**config.mk**
```make
export PLATFORM = sky130hd
export DESIGN_NAME = i2c_reg_slave
export DESIGN_NICKNAME = d
export VERILOG_FILES = /design/src/i2c_slave_pkg.sv /design/src/sync_fifo.sv /design/src/i2c_reg_slave.sv
export SDC_FILE = /design/constraint.sdc
export NUM_CORES = 1
export LEC_CHECK = 0
export ABC_AREA = 1
export BUFFER_PORTS_ARGS = -buffer_cell sky130_fd_sc_hd__buf_2
export CORE_MARGIN = 4
export CORE_UTILIZATION = 49
export DETAILED_ROUTE_END_ITERATION = 7
export PLACE_DENSITY = 0.68
export SYNTH_ARGS = -nofsm -noshare
export SYNTH_HDL_FRONTEND = slang
export SYNTH_SLANG_ARGS = --single-unit
export TNS_END_PERCENT = 10
```
**constraint.sdc**
```tcl
create_clock -name sys_clk -period 2.3 [get_ports sys_clk]
set_clock_uncertainty 0.05 [all_clocks]
set_input_delay 0.23 -clock sys_clk [delete_from_list [all_inputs] [get_ports sys_clk]]
set_output_delay 0.23 -clock sys_clk [all_outputs]
set_load 0.005 [all_outputs]
```
**src/i2c_slave_pkg.sv**
```systemverilog
// constants, types and states shared by the two-wire register slave
package i2c_slave_pkg;

  // slave address layout
  localparam logic [3:0]  ADDR_FIXED_HI = 4'hb;    // upper four address bits, 1011
  localparam logic [1:0]  PIN_LOW       = 2'h0;    // three-level strap codes
  localparam logic [1:0]  PIN_OPEN      = 2'h1;
  localparam logic [1:0]  PIN_HIGH      = 2'h2;
  localparam logic [3:0]  STRAP_LEVELS  = 4'h3;    // levels per strap pin
  localparam logic [3:0]  STRAP_OTHER   = 4'h8;    // both high: other port selected

  // register pointer and update control
  localparam logic [15:0] PTR_RESET     = 16'h0000;
  localparam logic [15:0] UPDATE_ADDR   = 16'h0232;
  localparam int          UPDATE_BIT    = 0;

  // byte framing and buffering
  localparam logic [2:0]  LAST_BIT      = 3'h7;    // index of the eighth bit
  localparam int          FIFO_DEPTH    = 8;

  // one buffered register write
  typedef struct packed {
    logic [15:0] addr;
    logic [7:0]  data;
    logic        update;   // this byte sets the self-clearing update bit
  } wr_word_t;

  // bit-level sequencer
  typedef enum logic [2:0] {
    ST_IDLE, ST_RX, ST_DECIDE, ST_ACK, ST_TX, ST_TXEND, ST_MACK, ST_MWAIT
  } state_t;

  // meaning of the next received byte
  typedef enum logic [1:0] {
    PH_DEV, PH_REGHI, PH_REGLO, PH_DATA
  } phase_t;

endpackage : i2c_slave_pkg

```
**src/sync_fifo.sv**
```systemverilog
// small synchronous fifo with valid/ready on both sides
`timescale 1ns/1ps
`default_nettype none

module sync_fifo #(
  parameter int WIDTH = 8,
  parameter int DEPTH = 8
) (
  input  wire logic             sys_clk,
  input  wire logic             rst_n,
  input  wire logic             s_valid,
  output logic                  s_ready,
  input  wire logic [WIDTH-1:0] s_data,
  output logic                  m_valid,
  input  wire logic             m_ready,
  output logic      [WIDTH-1:0] m_data
);

  localparam int AW = $clog2(DEPTH);

  logic [WIDTH-1:0] mem_ff [DEPTH];
  logic [AW-1:0]    wptr_ff;
  logic [AW-1:0]    rptr_ff;
  logic [AW:0]      count_ff;
  logic             push;
  logic             pop;
  logic [AW-1:0]    nxt_rptr;
  logic [AW:0]      nxt_count;
  logic             valid_ff;
  logic [WIDTH-1:0] head_ff;

  assign push      = s_valid && s_ready;
  assign pop       = m_valid && m_ready;
  assign s_ready   = (count_ff != (AW+1)'(DEPTH));   // honest full
  assign nxt_rptr  = pop ? ((rptr_ff == AW'(DEPTH-1)) ? '0 : rptr_ff + 1'b1) : rptr_ff;
  assign nxt_count = count_ff + (AW+1)'(push) - (AW+1)'(pop);
  assign m_valid   = valid_ff;                       // registered, so the outputs come from flops
  assign m_data    = head_ff;

  // not-empty flag, registered from the next fill level so it tracks count_ff
  always_ff @(posedge sys_clk) begin
    if (!rst_n) begin
      valid_ff <= 1'b0;
    end else begin
      valid_ff <= (nxt_count != '0);
    end
  end

  // head word; a word pushed straight into the head slot bypasses the array
  always_ff @(posedge sys_clk) begin
    if (push && (wptr_ff == nxt_rptr)) begin
      head_ff <= s_data;
    end else begin
      head_ff <= mem_ff[nxt_rptr];
    end
  end

  // storage
  always_ff @(posedge sys_clk) begin
    if (push) begin
      mem_ff[wptr_ff] <= s_data;
    end
  end

  // pointers and fill level
  always_ff @(posedge sys_clk) begin
    if (!rst_n) begin
      wptr_ff  <= '0;
      rptr_ff  <= '0;
      count_ff <= '0;
    end else begin
      if (push) begin
        wptr_ff <= (wptr_ff == AW'(DEPTH-1)) ? '0 : wptr_ff + 1'b1;
      end
      if (pop) begin
        rptr_ff <= (rptr_ff == AW'(DEPTH-1)) ? '0 : rptr_ff + 1'b1;
      end
      count_ff <= count_ff + (AW+1)'(push) - (AW+1)'(pop);
    end
  end

endmodule : sync_fifo

`default_nettype wire

```
**src/i2c_reg_slave.sv**
```systemverilog
// two-wire slave port giving an external master access to the configuration registers
`timescale 1ns/1ps
`default_nettype none

module i2c_reg_slave
  import i2c_slave_pkg::*;
(
  input  wire logic       sys_clk,
  input  wire logic       rst_n,
  input  wire logic       scl_in,
  input  wire logic       sda_in,
  output logic            sda_out,
  output logic            sda_oe_n,
  input  wire logic [1:0] addr_select_pin_upper,
  input  wire logic [1:0] addr_select_pin_lower,
  output logic            wr_valid,
  input  wire logic       wr_ready,
  output wr_word_t        wr_word,
  output logic            rd_req,
  output logic     [15:0] rd_addr,
  input  wire logic [7:0] rd_data
);

  //////////////////////////////////////////////////////////////////////////////
  // functions

  // next pointer value, wrapping at the top of the 16-bit space
  function automatic logic [15:0] step_ptr(input logic [15:0] p);
    step_ptr = p + 16'h0001;
  endfunction : step_ptr

  // strap pair to the three low address bits; bit 3 set means port disabled
  function automatic logic [3:0] strap_code(input logic [1:0] hi, input logic [1:0] lo);
    logic [3:0] h;
    logic [3:0] l;
    h = (hi == PIN_HIGH) ? 4'h2 : (hi == PIN_OPEN) ? 4'h1 : 4'h0;
    l = (lo == PIN_HIGH) ? 4'h2 : (lo == PIN_OPEN) ? 4'h1 : 4'h0;
    strap_code = 4'(h * STRAP_LEVELS + l);
  endfunction : strap_code

  //////////////////////////////////////////////////////////////////////////////
  // declarations

  logic       scl_q_ff;
  logic       sda_q_ff;
  logic       scl_rise;
  logic       scl_fall;
  logic       start_det;
  logic       stop_det;
  logic [6:0] own_addr_ff;
  logic       enabled_ff;
  state_t     state_ff;
  phase_t     phase_ff;
  logic [2:0] bit_cnt_ff;
  logic [7:0] shift_ff;
  logic [7:0] rx_byte;
  logic       last_rx_bit;
  logic       last_tx_bit;
  logic       ack_ok_ff;
  logic       read_ff;
  logic [15:0] ptr_ff;
  logic [7:0] tx_byte_ff;
  logic [7:0] tx_sh_ff;
  logic       rd_pend_ff;
  logic       push_ff;
  wr_word_t   push_word_ff;
  logic       fifo_s_ready;
  logic       master_ack;

  //////////////////////////////////////////////////////////////////////////////
  // bus condition detection

  // previous pin levels for edge and condition detection
  always_ff @(posedge sys_clk) begin
    if (!rst_n) begin
      scl_q_ff <= 1'b1;
      sda_q_ff <= 1'b1;
    end else begin
      scl_q_ff <= scl_in;
      sda_q_ff <= sda_in;
    end
  end

  assign scl_rise    = scl_in && !scl_q_ff;
  assign scl_fall    = !scl_in && scl_q_ff;
  assign start_det   = scl_in && scl_q_ff && sda_q_ff && !sda_in;
  assign stop_det    = scl_in && scl_q_ff && !sda_q_ff && sda_in;
  assign rx_byte     = {shift_ff[6:0], sda_in};
  assign last_rx_bit = scl_rise && (state_ff == ST_RX) && (bit_cnt_ff == LAST_BIT);
  assign last_tx_bit = scl_rise && (state_ff == ST_TX) && (bit_cnt_ff == LAST_BIT);
  assign master_ack  = scl_rise && (state_ff == ST_MACK) && !sda_in;

  //////////////////////////////////////////////////////////////////////////////
  // slave address from straps

  // straps are caught while reset is held
  always_ff @(posedge sys_clk) begin
    if (!rst_n) begin
      own_addr_ff <= {ADDR_FIXED_HI,
                      3'(strap_code(addr_select_pin_upper, addr_select_pin_lower))};
      enabled_ff  <= (strap_code(addr_select_pin_upper, addr_select_pin_lower) != STRAP_OTHER);
    end
  end

  //////////////////////////////////////////////////////////////////////////////
  // bit sequencer

  // start, stop and bit/byte framing
  always_ff @(posedge sys_clk) begin
    if (!rst_n) begin
      state_ff   <= ST_IDLE;
      bit_cnt_ff <= '0;
    end else if (start_det) begin
      state_ff   <= ST_RX;
      bit_cnt_ff <= '0;
    end else if (stop_det) begin
      state_ff   <= ST_IDLE;
      bit_cnt_ff <= '0;
    end else begin
      unique case (state_ff)
        ST_IDLE: ;
        ST_RX: if (scl_rise) begin
          bit_cnt_ff <= bit_cnt_ff + 3'h1;
          if (bit_cnt_ff == LAST_BIT) begin
            state_ff <= ST_DECIDE;
          end
        end
        ST_DECIDE: if (scl_fall) begin
          state_ff <= ack_ok_ff ? ST_ACK : ST_IDLE;
        end
        ST_ACK: if (scl_fall) begin
          state_ff   <= read_ff ? ST_TX : ST_RX;
          bit_cnt_ff <= '0;
        end
        ST_TX: if (scl_rise) begin
          bit_cnt_ff <= bit_cnt_ff + 3'h1;
          if (bit_cnt_ff == LAST_BIT) begin
            state_ff <= ST_TXEND;
          end
        end
        ST_TXEND: if (scl_fall) begin
          state_ff <= ST_MACK;
        end
        ST_MACK: if (scl_rise) begin
          state_ff <= sda_in ? ST_IDLE : ST_MWAIT;
        end
        ST_MWAIT: if (scl_fall) begin
          state_ff   <= ST_TX;
          bit_cnt_ff <= '0;
        end
      endcase
    end
  end

  // receive shift register, msb first
  always_ff @(posedge sys_clk) begin
    if (!rst_n) begin
      shift_ff <= '0;
    end else if (start_det || stop_det) begin
      shift_ff <= '0;
    end else if (scl_rise && state_ff == ST_RX) begin
      shift_ff <= rx_byte;
    end
  end

  //////////////////////////////////////////////////////////////////////////////
  // byte meaning and acknowledge decision

  // phase of the transfer and the direction bit
  always_ff @(posedge sys_clk) begin
    if (!rst_n) begin
      phase_ff  <= PH_DEV;
      ack_ok_ff <= 1'b0;
      read_ff   <= 1'b0;
    end else if (start_det || stop_det) begin
      phase_ff  <= PH_DEV;
      ack_ok_ff <= 1'b0;
    end else if (last_rx_bit) begin
      unique case (phase_ff)
        PH_DEV: begin
          ack_ok_ff <= enabled_ff && (rx_byte[7:1] == own_addr_ff);
          read_ff   <= rx_byte[0];
          phase_ff  <= PH_REGHI;
        end
        PH_REGHI: begin
          ack_ok_ff <= 1'b1;
          phase_ff  <= PH_REGLO;
        end
        PH_REGLO: begin
          ack_ok_ff <= 1'b1;
          phase_ff  <= PH_DATA;
        end
        PH_DATA: begin
          ack_ok_ff <= fifo_s_ready;        // refuse when buffer full
        end
      endcase
    end
  end

  //////////////////////////////////////////////////////////////////////////////
  // register pointer

  // loaded by the two pointer bytes, stepped after each accepted or sent data byte
  always_ff @(posedge sys_clk) begin
    if (!rst_n) begin
      ptr_ff <= PTR_RESET;
    end else if (last_rx_bit && phase_ff == PH_REGHI) begin
      ptr_ff[15:8] <= rx_byte;
    end else if (last_rx_bit && phase_ff == PH_REGLO) begin
      ptr_ff[7:0] <= rx_byte;
    end else if (last_rx_bit && phase_ff == PH_DATA && fifo_s_ready) begin
      ptr_ff <= step_ptr(ptr_ff);
    end else if (last_tx_bit) begin
      ptr_ff <= step_ptr(ptr_ff);
    end
  end

  //////////////////////////////////////////////////////////////////////////////
  // write path into the buffer

  // one buffered write per accepted data byte
  always_ff @(posedge sys_clk) begin
    if (!rst_n) begin
      push_ff      <= 1'b0;
      push_word_ff <= '0;
    end else begin
      push_ff <= last_rx_bit && phase_ff == PH_DATA && fifo_s_ready;
      if (last_rx_bit) begin
        push_word_ff.addr   <= ptr_ff;
        push_word_ff.data   <= rx_byte;
        push_word_ff.update <= (ptr_ff == UPDATE_ADDR) && rx_byte[UPDATE_BIT];
      end
    end
  end

  sync_fifo #(
    .WIDTH ($bits(wr_word_t)),
    .DEPTH (FIFO_DEPTH)
  ) u_wr_fifo (
    .sys_clk (sys_clk),
    .rst_n   (rst_n),
    .s_valid (push_ff),
    .s_ready (fifo_s_ready),
    .s_data  (push_word_ff),
    .m_valid (wr_valid),
    .m_ready (wr_ready),
    .m_data  (wr_word)
  );

  //////////////////////////////////////////////////////////////////////////////
  // read path

  // fetch request after the read address byte and after each master acknowledge
  always_ff @(posedge sys_clk) begin
    if (!rst_n) begin
      rd_req     <= 1'b0;
      rd_addr    <= PTR_RESET;
      rd_pend_ff <= 1'b0;
      tx_byte_ff <= '0;
    end else begin
      rd_req     <= (last_rx_bit && phase_ff == PH_DEV && rx_byte[0] &&
                     enabled_ff && rx_byte[7:1] == own_addr_ff) || master_ack;
      rd_addr    <= ptr_ff;
      rd_pend_ff <= rd_req;
      if (rd_pend_ff) begin
        tx_byte_ff <= rd_data;
      end
    end
  end

  //////////////////////////////////////////////////////////////////////////////
  // data line drive, open drain

  // drive changes only on clock fall; released on start, stop or refusal
  always_ff @(posedge sys_clk) begin
    if (!rst_n) begin
      sda_oe_n <= 1'b1;
      sda_out  <= 1'b0;
      tx_sh_ff <= '0;
    end else if (start_det || stop_det) begin
      sda_oe_n <= 1'b1;
    end else if (scl_fall) begin
      unique case (state_ff)
        ST_DECIDE: sda_oe_n <= !ack_ok_ff;
        ST_ACK, ST_MWAIT: begin
          if (read_ff) begin
            sda_oe_n <= tx_byte_ff[7];
            tx_sh_ff <= {tx_byte_ff[6:0], 1'b1};
          end else begin
            sda_oe_n <= 1'b1;
          end
        end
        ST_TX: begin
          sda_oe_n <= tx_sh_ff[7];
          tx_sh_ff <= {tx_sh_ff[6:0], 1'b1};
        end
        ST_TXEND: sda_oe_n <= 1'b1;         // master owns the ack slot
        ST_MACK:  sda_oe_n <= 1'b1;
        default:  sda_oe_n <= 1'b1;
      endcase
    end
  end

  // the clock line has no driver here at all

endmodule : i2c_reg_slave

`default_nettype wire

```
# Word level (Yosys, flattened, before mapping)
# Memories as Yosys holds them, arrays and structs flattened. A register that Yosys moved wholly into a read port is not among the register bits.
# Index checks and enable logic that the tools add are counted.
# op_classes
n_eq_ne,43
n_addsub,7
mul,1
n_reduce_logical,54
mux,38
bitwise,3
# op_table
cell,count
3-bit 2-to-1 mux,16
4-bit inequality test (second input constant),10
16-bit 2-to-1 mux,2
8-bit 2-to-1 mux,4
1-bit logical AND,25
3-bit equality test (second input constant),7
3-bit one-hot mux with 7 select lines,1
10-bit AND reduction,2
2-bit inequality test (second input constant),9
16-bit by 1-bit adder with 16-bit output (second input constant),1
16-bit by 10-bit equality test with 1-bit output (second input constant),1
8-bit one-hot mux with 2 select lines,1
3-bit by 1-bit adder with 3-bit output (second input constant),3
3-bit nonzero test,3
9-bit nonzero test,1
2-bit equality test (second input constant),4
2-bit by 1-bit inequality test with 1-bit output (second input constant),4
2-bit OR reduction,4
7-bit equality test,1
1-bit 2-to-1 mux,7
7-bit nonzero test,1
2-bit by 1-bit equality test with 1-bit output (second input constant),3
3-bit by 2-bit equality test with 1-bit output (second input constant),2
2-bit 2-to-1 mux,3
19 further kinds,31
# totals
input_bits,17
mem_count,1
word_cells,174
ram_bits,200
register_bits,111
out_inout_bits,45
# mem_list
name,words,word_bits,rd,rd_clocked_by_memory_dff,write_ports,line,text
u_wr_fifo.mem_ff,8,25,1,1,1,sync_fifo.sv:21,logic [WIDTH-1:0] mem_ff [DEPTH];

# Longest topological paths before layout
# Gate-level depths: netlist (run 1).
# logic_depth
depth_word,9
depth_mapped,11
depth_no_buf,11

# By module
# From an unflattened synthesis (run 1), not the netlist that was laid out.
# unflattened
hier_cells,1566
hier_area_um2,13880.8
# by_module_without_submodules
mod,seq_area_each_um2,n_inst,cells_per_inst,area_each_um2
sync_fifo,6286.0,1,937,9277.6
i2c_reg_slave,2042.0,1,629,4603.2

# Worst setup path after synthesis (run 1)
# OpenSTA, ideal clock, no wires.
# synth_timing
path_type,reg-to-reg
from,register u_wr_fifo.count_ff[2]
to,"memory u_wr_fifo.mem_ff[0][0] in the netlist's numbering, enable pin"
arrival_ns,1.938
stages_incl_launch_ff,8
path_buffers,0
period_less_slack_ns,2.394
t_required_ns,1.843
path_slack_ns,-0.094
setup_time_ns,0.407
cell_sequence,dfxtp_1 inv_1 ha_1 nand2_1 nand2_1 inv_1 nand2_1 nor2_1
# synth_via
elab_chain_cells,4
# synth_lines
item,line,text
"start, declared",sync_fifo.sv:24,logic [AW:0] count_ff;
"start signal, assigned",sync_fifo.sv:78,count_ff <= count_ff + (AW+1)'(push) - (AW+1)'(pop);
4-bit inequality test,sync_fifo.sv:34,assign s_ready = (count_ff != (AW+1)'(DEPTH));
1-bit logical AND,sync_fifo.sv:32,assign push = s_valid && s_ready;
net u_wr_fifo.push,sync_fifo.sv:25,logic push;
1-bit 2-to-1 mux,sync_fifo.sv:60,if (push) begin
1-bit 2-to-1 mux (implied by the code),sync_fifo.sv:61,mem_ff[wptr_ff] <= s_data;
"end, declared",sync_fifo.sv:21,
# The timed path passes the listed nets, and every way through them passes these cells.

==> flow_summary.toml, run 1 <==
[status]
outcome = "finished clean"

[timing]
finalMaxSlewViolations = 0
worst_slew_pin_slew_ns = 0.625
post-route-min-period_ns = 2.27
clock.fmax_mhz = 440
hold_violations = 0
setup_slack_ns = 0.0288
period_share = 0.987
rsz0062_at_grt = "yes"
hold_slack_ns = 0.106
relSlewSlack = 0.583
tns_ns = 0
setup_viol = 0

[worst_setup_path]
crit_chain = "inv_2 -> buf_12 -> nor2_1 -> o32ai_1 -> nand2_1 -> nand2_1 -> buf_2"
worst-path-buf-inv = 3
worstPathArrival_ns = 1.99
worst_setup_path_start_kind = "register"
crit_top_cell = "nand2_1"
endpoint_kind = "output pin"
critPathMaxStageDelay_ns = 0.39
crit_slowest_cell = "dfxtp_4"
critPathRequiredTime_ns = 2.02
worstPathMaxFanout = 38
cp_top_family = "buffers and inverters"
worstSetupPathType = "register to output pin"

[place]
gp_congestion = 0.882
place_ws_ns = 0.207
port_buffers = 60
hpwl_um = 17300
placed_cell_area_mm2 = 0.0138

[run]
maxCapViolations = 0

[finish]
final_cell_mix = "nand2_1 (261), nor2_1 (240), edfxtp_1 (204)"
layout-drive-gt1-share = 0.121
nNetsFinal = 1427
stdcell_area_mm2 = 0.0151
area_growth_pct = 16.2
layout_commonest_cell = "nand2_1"
fin_util = 0.580
diodes = 0

[die]
die_area_mm2 = 0.0293
start_util = 0.499
die_w_um = 171
dieHeight_um = 171
core_mm2 = 0.0261
io_pins = 62
rows = 59

[grt]
grtUsageTotal = 0.198
antenna_found_initial = 0
grt_pass1_wl_um = 46200
grt_pass1_vias = 8998
grt_max_degree = 101
overflow = 0

[drt]
wl_per_cell_um = 16.7
vias = 9301
antenna_left = 0
drcViolationCount = 0
dr.pass1.iters = 5
drt_iter0_markers = 820
avgViaCountPerCell = 5.34
routed_wl_um = 29100

[clock_network]
clk_path_buf_depth = 3
h-tree-depth = 1
cts_sinks = 314
cts_root_buf = "clkbuf_16"
insertion_delay_ns = 0.55
clk_pin_slew_ns = 0.06
postCtsSetupBuffers = 0
cts_buffers = 31
cts_tree = "yes"

[pwr]
p_per_area_mw_per_mm2 = 985
p_leak_nw = 6.57
ir_drop_mv = 0.565

[synthesis]
ys_seq_elements = 314
post_synth_num_cell_types = 37
ys.flop_type = "edfxtp_1"
async_reset_ff_frac = 0
synth_edf_count = 204
syn-num-nets = 1350
yosysSeqAreaShare = 0.639
syn_area_mm2 = 0.0130
synth.avg_cell_area_um2 = 9.98
yosysWarnings = 0
postSynthCellCount = 1306

[min_path]
hp-class = "input pin to register"
## stage by stage
stage | total power [mW] | instances
6_report | 14.9 | 1743
5_1_grt | 15.7 | 1743
2_1_floorplan | 8.62 | 1306
3_5_place_dp | 9.72 | 1667
3_3_place_gp | 9.64 | 1667
4_1_cts | 15.0 | 1743
## power breakdown
| group | switching, mW | internal [mW] |
|---|---|---|
| registers | 0.110 | 6.07 |
| clock network | 2.07 | 3.11 |
| logic | 2.20 | 1.35 |
## area by class of cell
cell class	instances	area, um^2
inverter	94	355
tap	335	419
sequential	314	8330
clock inverter	19	205
timing repair buffer	104	855
clock buffer	39	867
fill	2163	11000
multi-input combinational	838	4110
## repair_timing
action                                  in CTS  in global routing
hold buffers                                17                  0
pin swaps                                    0                  0
hold endpoints to repair                    16                  0
cloned                                       1                  0
resized for setup                            6                  1
endpoints found under the setup margin      19                 21
## cell families (layout without fill, tap and decap cells)
logic type / Yosys count / after routing / share of synthesized area
XOR/XNOR: 6 / 6 / 0.00403
flip-flops: 314 / 314 / 0.639
other: 1 / 1 / 0.000288
buffers and inverters: 154 / 256 / 0.0479
adder cells (fa/ha/maj): 27 / 27 / 0.0271
AO/OA/AOI/OAI: 215 / 215 / 0.0998
AND/OR/NAND/NOR: 589 / 589 / 0.182
## per-layer routing
layer,GRT usage,part of all wire
met1,0.254,0.42
met2,0.356,0.50
met3,0.0268,0.053
met4,0.0520,0.022
met5,0,0
## cell usage after synthesis, types with 4 or more instances
cell type | n | area (um^2)
a21oi_1 | 45 | 225
a31oi_1 | 13 | 81.3
buf_1 | 8 | 30.0
buf_2 | 8 | 40.0
buf_4 | 5 | 37.5
clkbuf_1 | 37 | 139
dfxtp_1 | 110 | 2200
edfxtp_1 | 204 | 6130
ha_1 | 25 | 313
inv_1 | 91 | 342
nand2_1 | 261 | 980
nand2_2 | 5 | 31.3
nand3_1 | 49 | 245
nand4_1 | 8 | 50.1
nor2_1 | 248 | 931
o21ai_0 | 101 | 505
o32ai_1 | 50 | 438
xor2_1 | 4 | 35.0
## registers in the layout, summed over array words and instances (netlist names), 2 cells and up, named ones only
name / cells
u_wr_fifo.mem_ff: 200
phase_ff: 2
u_wr_fifo.count_ff: 4
own_addr_ff: 3
bit_cnt_ff: 3
u_wr_fifo.wptr_ff: 3
rd_addr: 16
push_word_ff: 25
tx_sh_ff: 8
u_wr_fifo.rptr_ff: 3
tx_byte_ff: 8
ptr_ff: 16
state_ff: 3
shift_ff: 7
## path summary, 6_finish.rpt
kind | start | to | slack [ns] | depth (start not counted)
min reg2reg | rd_req | rd_pend_ff | 0.38 | 2
max | register | wr_word[0] | 0.03 | 7
min | addr_select_pin_lower[1] | own_addr_ff[0] | 0.11 | 3
max reg2reg | bit_cnt_ff[0] | ptr_ff[0] | 0.25 | 9
## tightest hold or removal path, delay by kind of cell
kind | cells | cell delay [ns]
adders and majority gates | 1 | 0.15
buffers and inverters | 1 | 0.10
and+or+nand+nor | 1 | 0.10
Note: power is estimated with default switching activity, not from simulation.
==> run 2: changes to the inputs <==
Settings changed: SYNTH_HIERARCHICAL set to 1.
==> run 2 against run 1 <==
Compared with the run above: synthesized cell count increased by 20%; sequential power is 1% lower; flip-flop and latch count did not move; utilization down 0.90 points; critical endpoint is now u_wr_fifo/m_valid.
==> flow_summary.toml, run 2 <==
[timing]
finalMaxSlewViolations = 0
period_share = 0.966
hold_violations = 0
clock.fmax_mhz = 450
hold_slack_ns = 0.0345
setup_viol = 0
relSlewSlack = 0.576
worst_slew_pin_slew_ns = 0.635
rsz0062_at_grt = "yes"
post-route-min-period_ns = 2.22

[synthesis]
netlist_top_cells_count = "nand2_1 (530), inv_1 (240), edfxtp_1 (204)"
yosysWarnings = 6
ys.flop_type = "edfxtp_1"
synthMuxAreaShare = 0
synth-xor-area-share = 0.00379
yosysSeqAreaShare = 0.600
synth_top_area_frac = 0.441
postSynthCellCount = 1566
post_synth_num_cell_types = 37
synth_edf_count = 204
synth_compound_area_frac = 0.0493
yosys.area.top_type = "edfxtp_1"
async_reset_ff_frac = 0
syn_area_mm2 = 0.0139
yosysMostFrequentCell = "nand2_1"
syn-num-nets = 1610
synth_top_family_by_area = "simple AND/OR/NAND/NOR gates"
synth-simple-area-share = 0.231
synthAdderAreaFrac = 0.0254
synth.area.top_cells = "edfxtp_1 (44%), dfxtp_1 (16%), nand2_1 (14%), inv_1 (6.5%), nand3_1 (4.1%)"
ys_seq_elements = 314
synth.avg_cell_area_um2 = 8.86

[pwr]
p_clk_frac = 0.355
power_frac_seq = 0.441
p_comb_frac = 0.204
p_int_mw = 9.83
ir_drop_mv = 0.633
p_leak_nw = 7.31
p_switching_mw = 4.00
p_per_area_mw_per_mm2 = 870
netSwitchingFraction = 0.289

[die]
start_util = 0.498
rows = 61
io_pins = 62
core_mm2 = 0.0279
die_w_um = 176
dieHeight_um = 176
die_area_mm2 = 0.0311

[worst_setup_path]
worstPathArrival_ns = 2.60
worstPathMaxFanout = 3
cp-startpoint = "u_wr_fifo/count_ff[2]"
cp_top_family = "adder cells"
rr_startpoint = "u_wr_fifo/count_ff[2]"
critPathRequiredTime_ns = 2.68
endpoint_kind = "register"
worst_setup_path_start_kind = "register"
critPathMaxStageDelay_ns = 0.50
crit_slowest_cell = "fa_1"
reg2reg_setup_slack_ns = 0.08
crit_chain = "inv_1 -> ha_1 -> nand2_2 -> nand2_2 -> ha_1 -> inv_1 -> ha_2 -> inv_1 -> fa_1 -> nor2_1 -> nor2_1 -> nand2_1 -> inv_1 -> nand2_1"
worstSetupPathType = "register to register"
crit_top_cell = "inv_1"
worst-path-buf-inv = 4

[finish]
final_cell_mix = "nand2_1 (527), inv_1 (240), edfxtp_1 (204)"
fillers = 2403
regArea_mm2 = 0.00833
diodes = 0
reg.largest.list = "u_wr_fifo/mem_ff: 200 flops, push_word_ff: 25 flops"
largest_register_ffs = 200
area_growth_pct = 14.5
fin_util = 0.571
layout_commonest_cell = "nand2_1"
regMostFlops = "u_wr_fifo/mem_ff"
layout-drive-gt1-share = 0.103
nNetsFinal = 1675
multi_input_area_mm2 = 0.00441

[place]
port_buffers = 60
gp_congestion = 0.889
hpwl_um = 18400

[min_path]
hold_path.startpoint = "sda_in"
hp-class = "input pin to register"

[drt]
drcViolationCount = 0
avgViaCountPerCell = 4.98
drt_iter0_markers = 918
antenna_left = 0
routed_wl_um = 30600
wl_per_cell_um = 15.0
vias = 10122
dr.pass1.iters = 5

[grt]
grt_pass1_wl_um = 49900
grt_max_degree = 76
overflow = 0
grt_pass1_vias = 9863
antenna_found_initial = 0
grtUsageTotal = 0.197

[clock_network]
cts_root_buf = "clkbuf_16"
cts_sinks = 314
postCtsSetupBuffers = 0
clk_path_buf_depth = 3
h-tree-depth = 1
clk_pin_slew_ns = 0.06
cts_tree = "yes"
cts_buffers = 31
insertion_delay_ns = 0.56

[run]
maxCapViolations = 0

[status]
outcome = "finished clean"
-- run 2: cell count changes after synthesis, sizes merged, moves of 3 or more --
cell,change
a31oi,-6
clkbuf,-22
nor3,+11
o32ai,-50
nand4,+7
o21ai,-32
nor2,-164
a21oi,+4
inv,+153
nand3,+65
buf,+23
nand2,+270
a211oi,-3
-- run 2: metal layers --
layer / up-vias / GRT usage / share of wire
li1: 5122 / - / -
met1: 4729 / 0.261 / 0.44
met2: 228 / 0.350 / 0.50
met3: 43 / 0.0229 / 0.045
met4: 0 / 0.0452 / 0.017
met5: - / 0 / 0
-- run 2: through the flow --
stage	area [um^2]	setup WS, ns	total power, mW	instances	setup TNS, ns
floorplan	13900	-0.0538	8.13	1566	-10.79
global route	15900	-0.0642	14.5	2033	-0.0642
CTS	15900	0.0646	13.9	2033	0
finish	15900	0.0792	13.8	2033	0
global placement	14800	0.133	8.95	1965	0
detailed placement	14800	0.0733	9.03	1965	0
-- run 2: final timing paths --
path	endpoint	cells after the start
min	push_word_ff[1]	3
max reg2reg	u_wr_fifo/m_valid	14
max	u_wr_fifo/m_valid	14
min reg2reg	rd_pend_ff	2
-- run 2: tightest hold or removal path: stages --
cell and delay, ns:
buf_2 0.18, nand2_1 0.10, a21oi_1 0.06
-- run 2: logic make-up after synthesis --
family                   count (synthesis)
AO/OA/AOI/OAI                          131
XOR/XNOR                                 6
buffers and inverters                  308
adder cells (fa/ha/maj)                 27
other                                    1
flip-flops                             314
AND/OR/NAND/NOR                        779
-- run 2: layout make-up --
| type | instances | share of cell area |
|---|---|---|
| inverter | 247 | 0.0583 |
| clock inverter | 10 | 0.00370 |
| tap | 378 | 0.0298 |
| multi-input combinational | 944 | 0.277 |
| sequential | 314 | 0.524 |
| clock buffer | 47 | 0.0600 |
| timing repair buffer | 93 | 0.0469 |
-- run 2: power by group through the flow --
stage / Sequential, mW / Clock, mW / Combinational (mW)
after floorplan: 6.18 / 0 / 1.95
after global placement: 6.21 / 0 / 2.74
after detailed placement: 6.22 / 0 / 2.81
after CTS: 6.09 / 5.01 / 2.84
after global routing: 6.10 / 5.23 / 3.20
final: 6.10 / 4.91 / 2.82
-- run 2: what timing repair did --
item	4_1_cts	5_1_grt
hold buffers	11	0
endpoints found under the setup margin	0	6
resized for setup	0	6
hold endpoints to repair	14	0
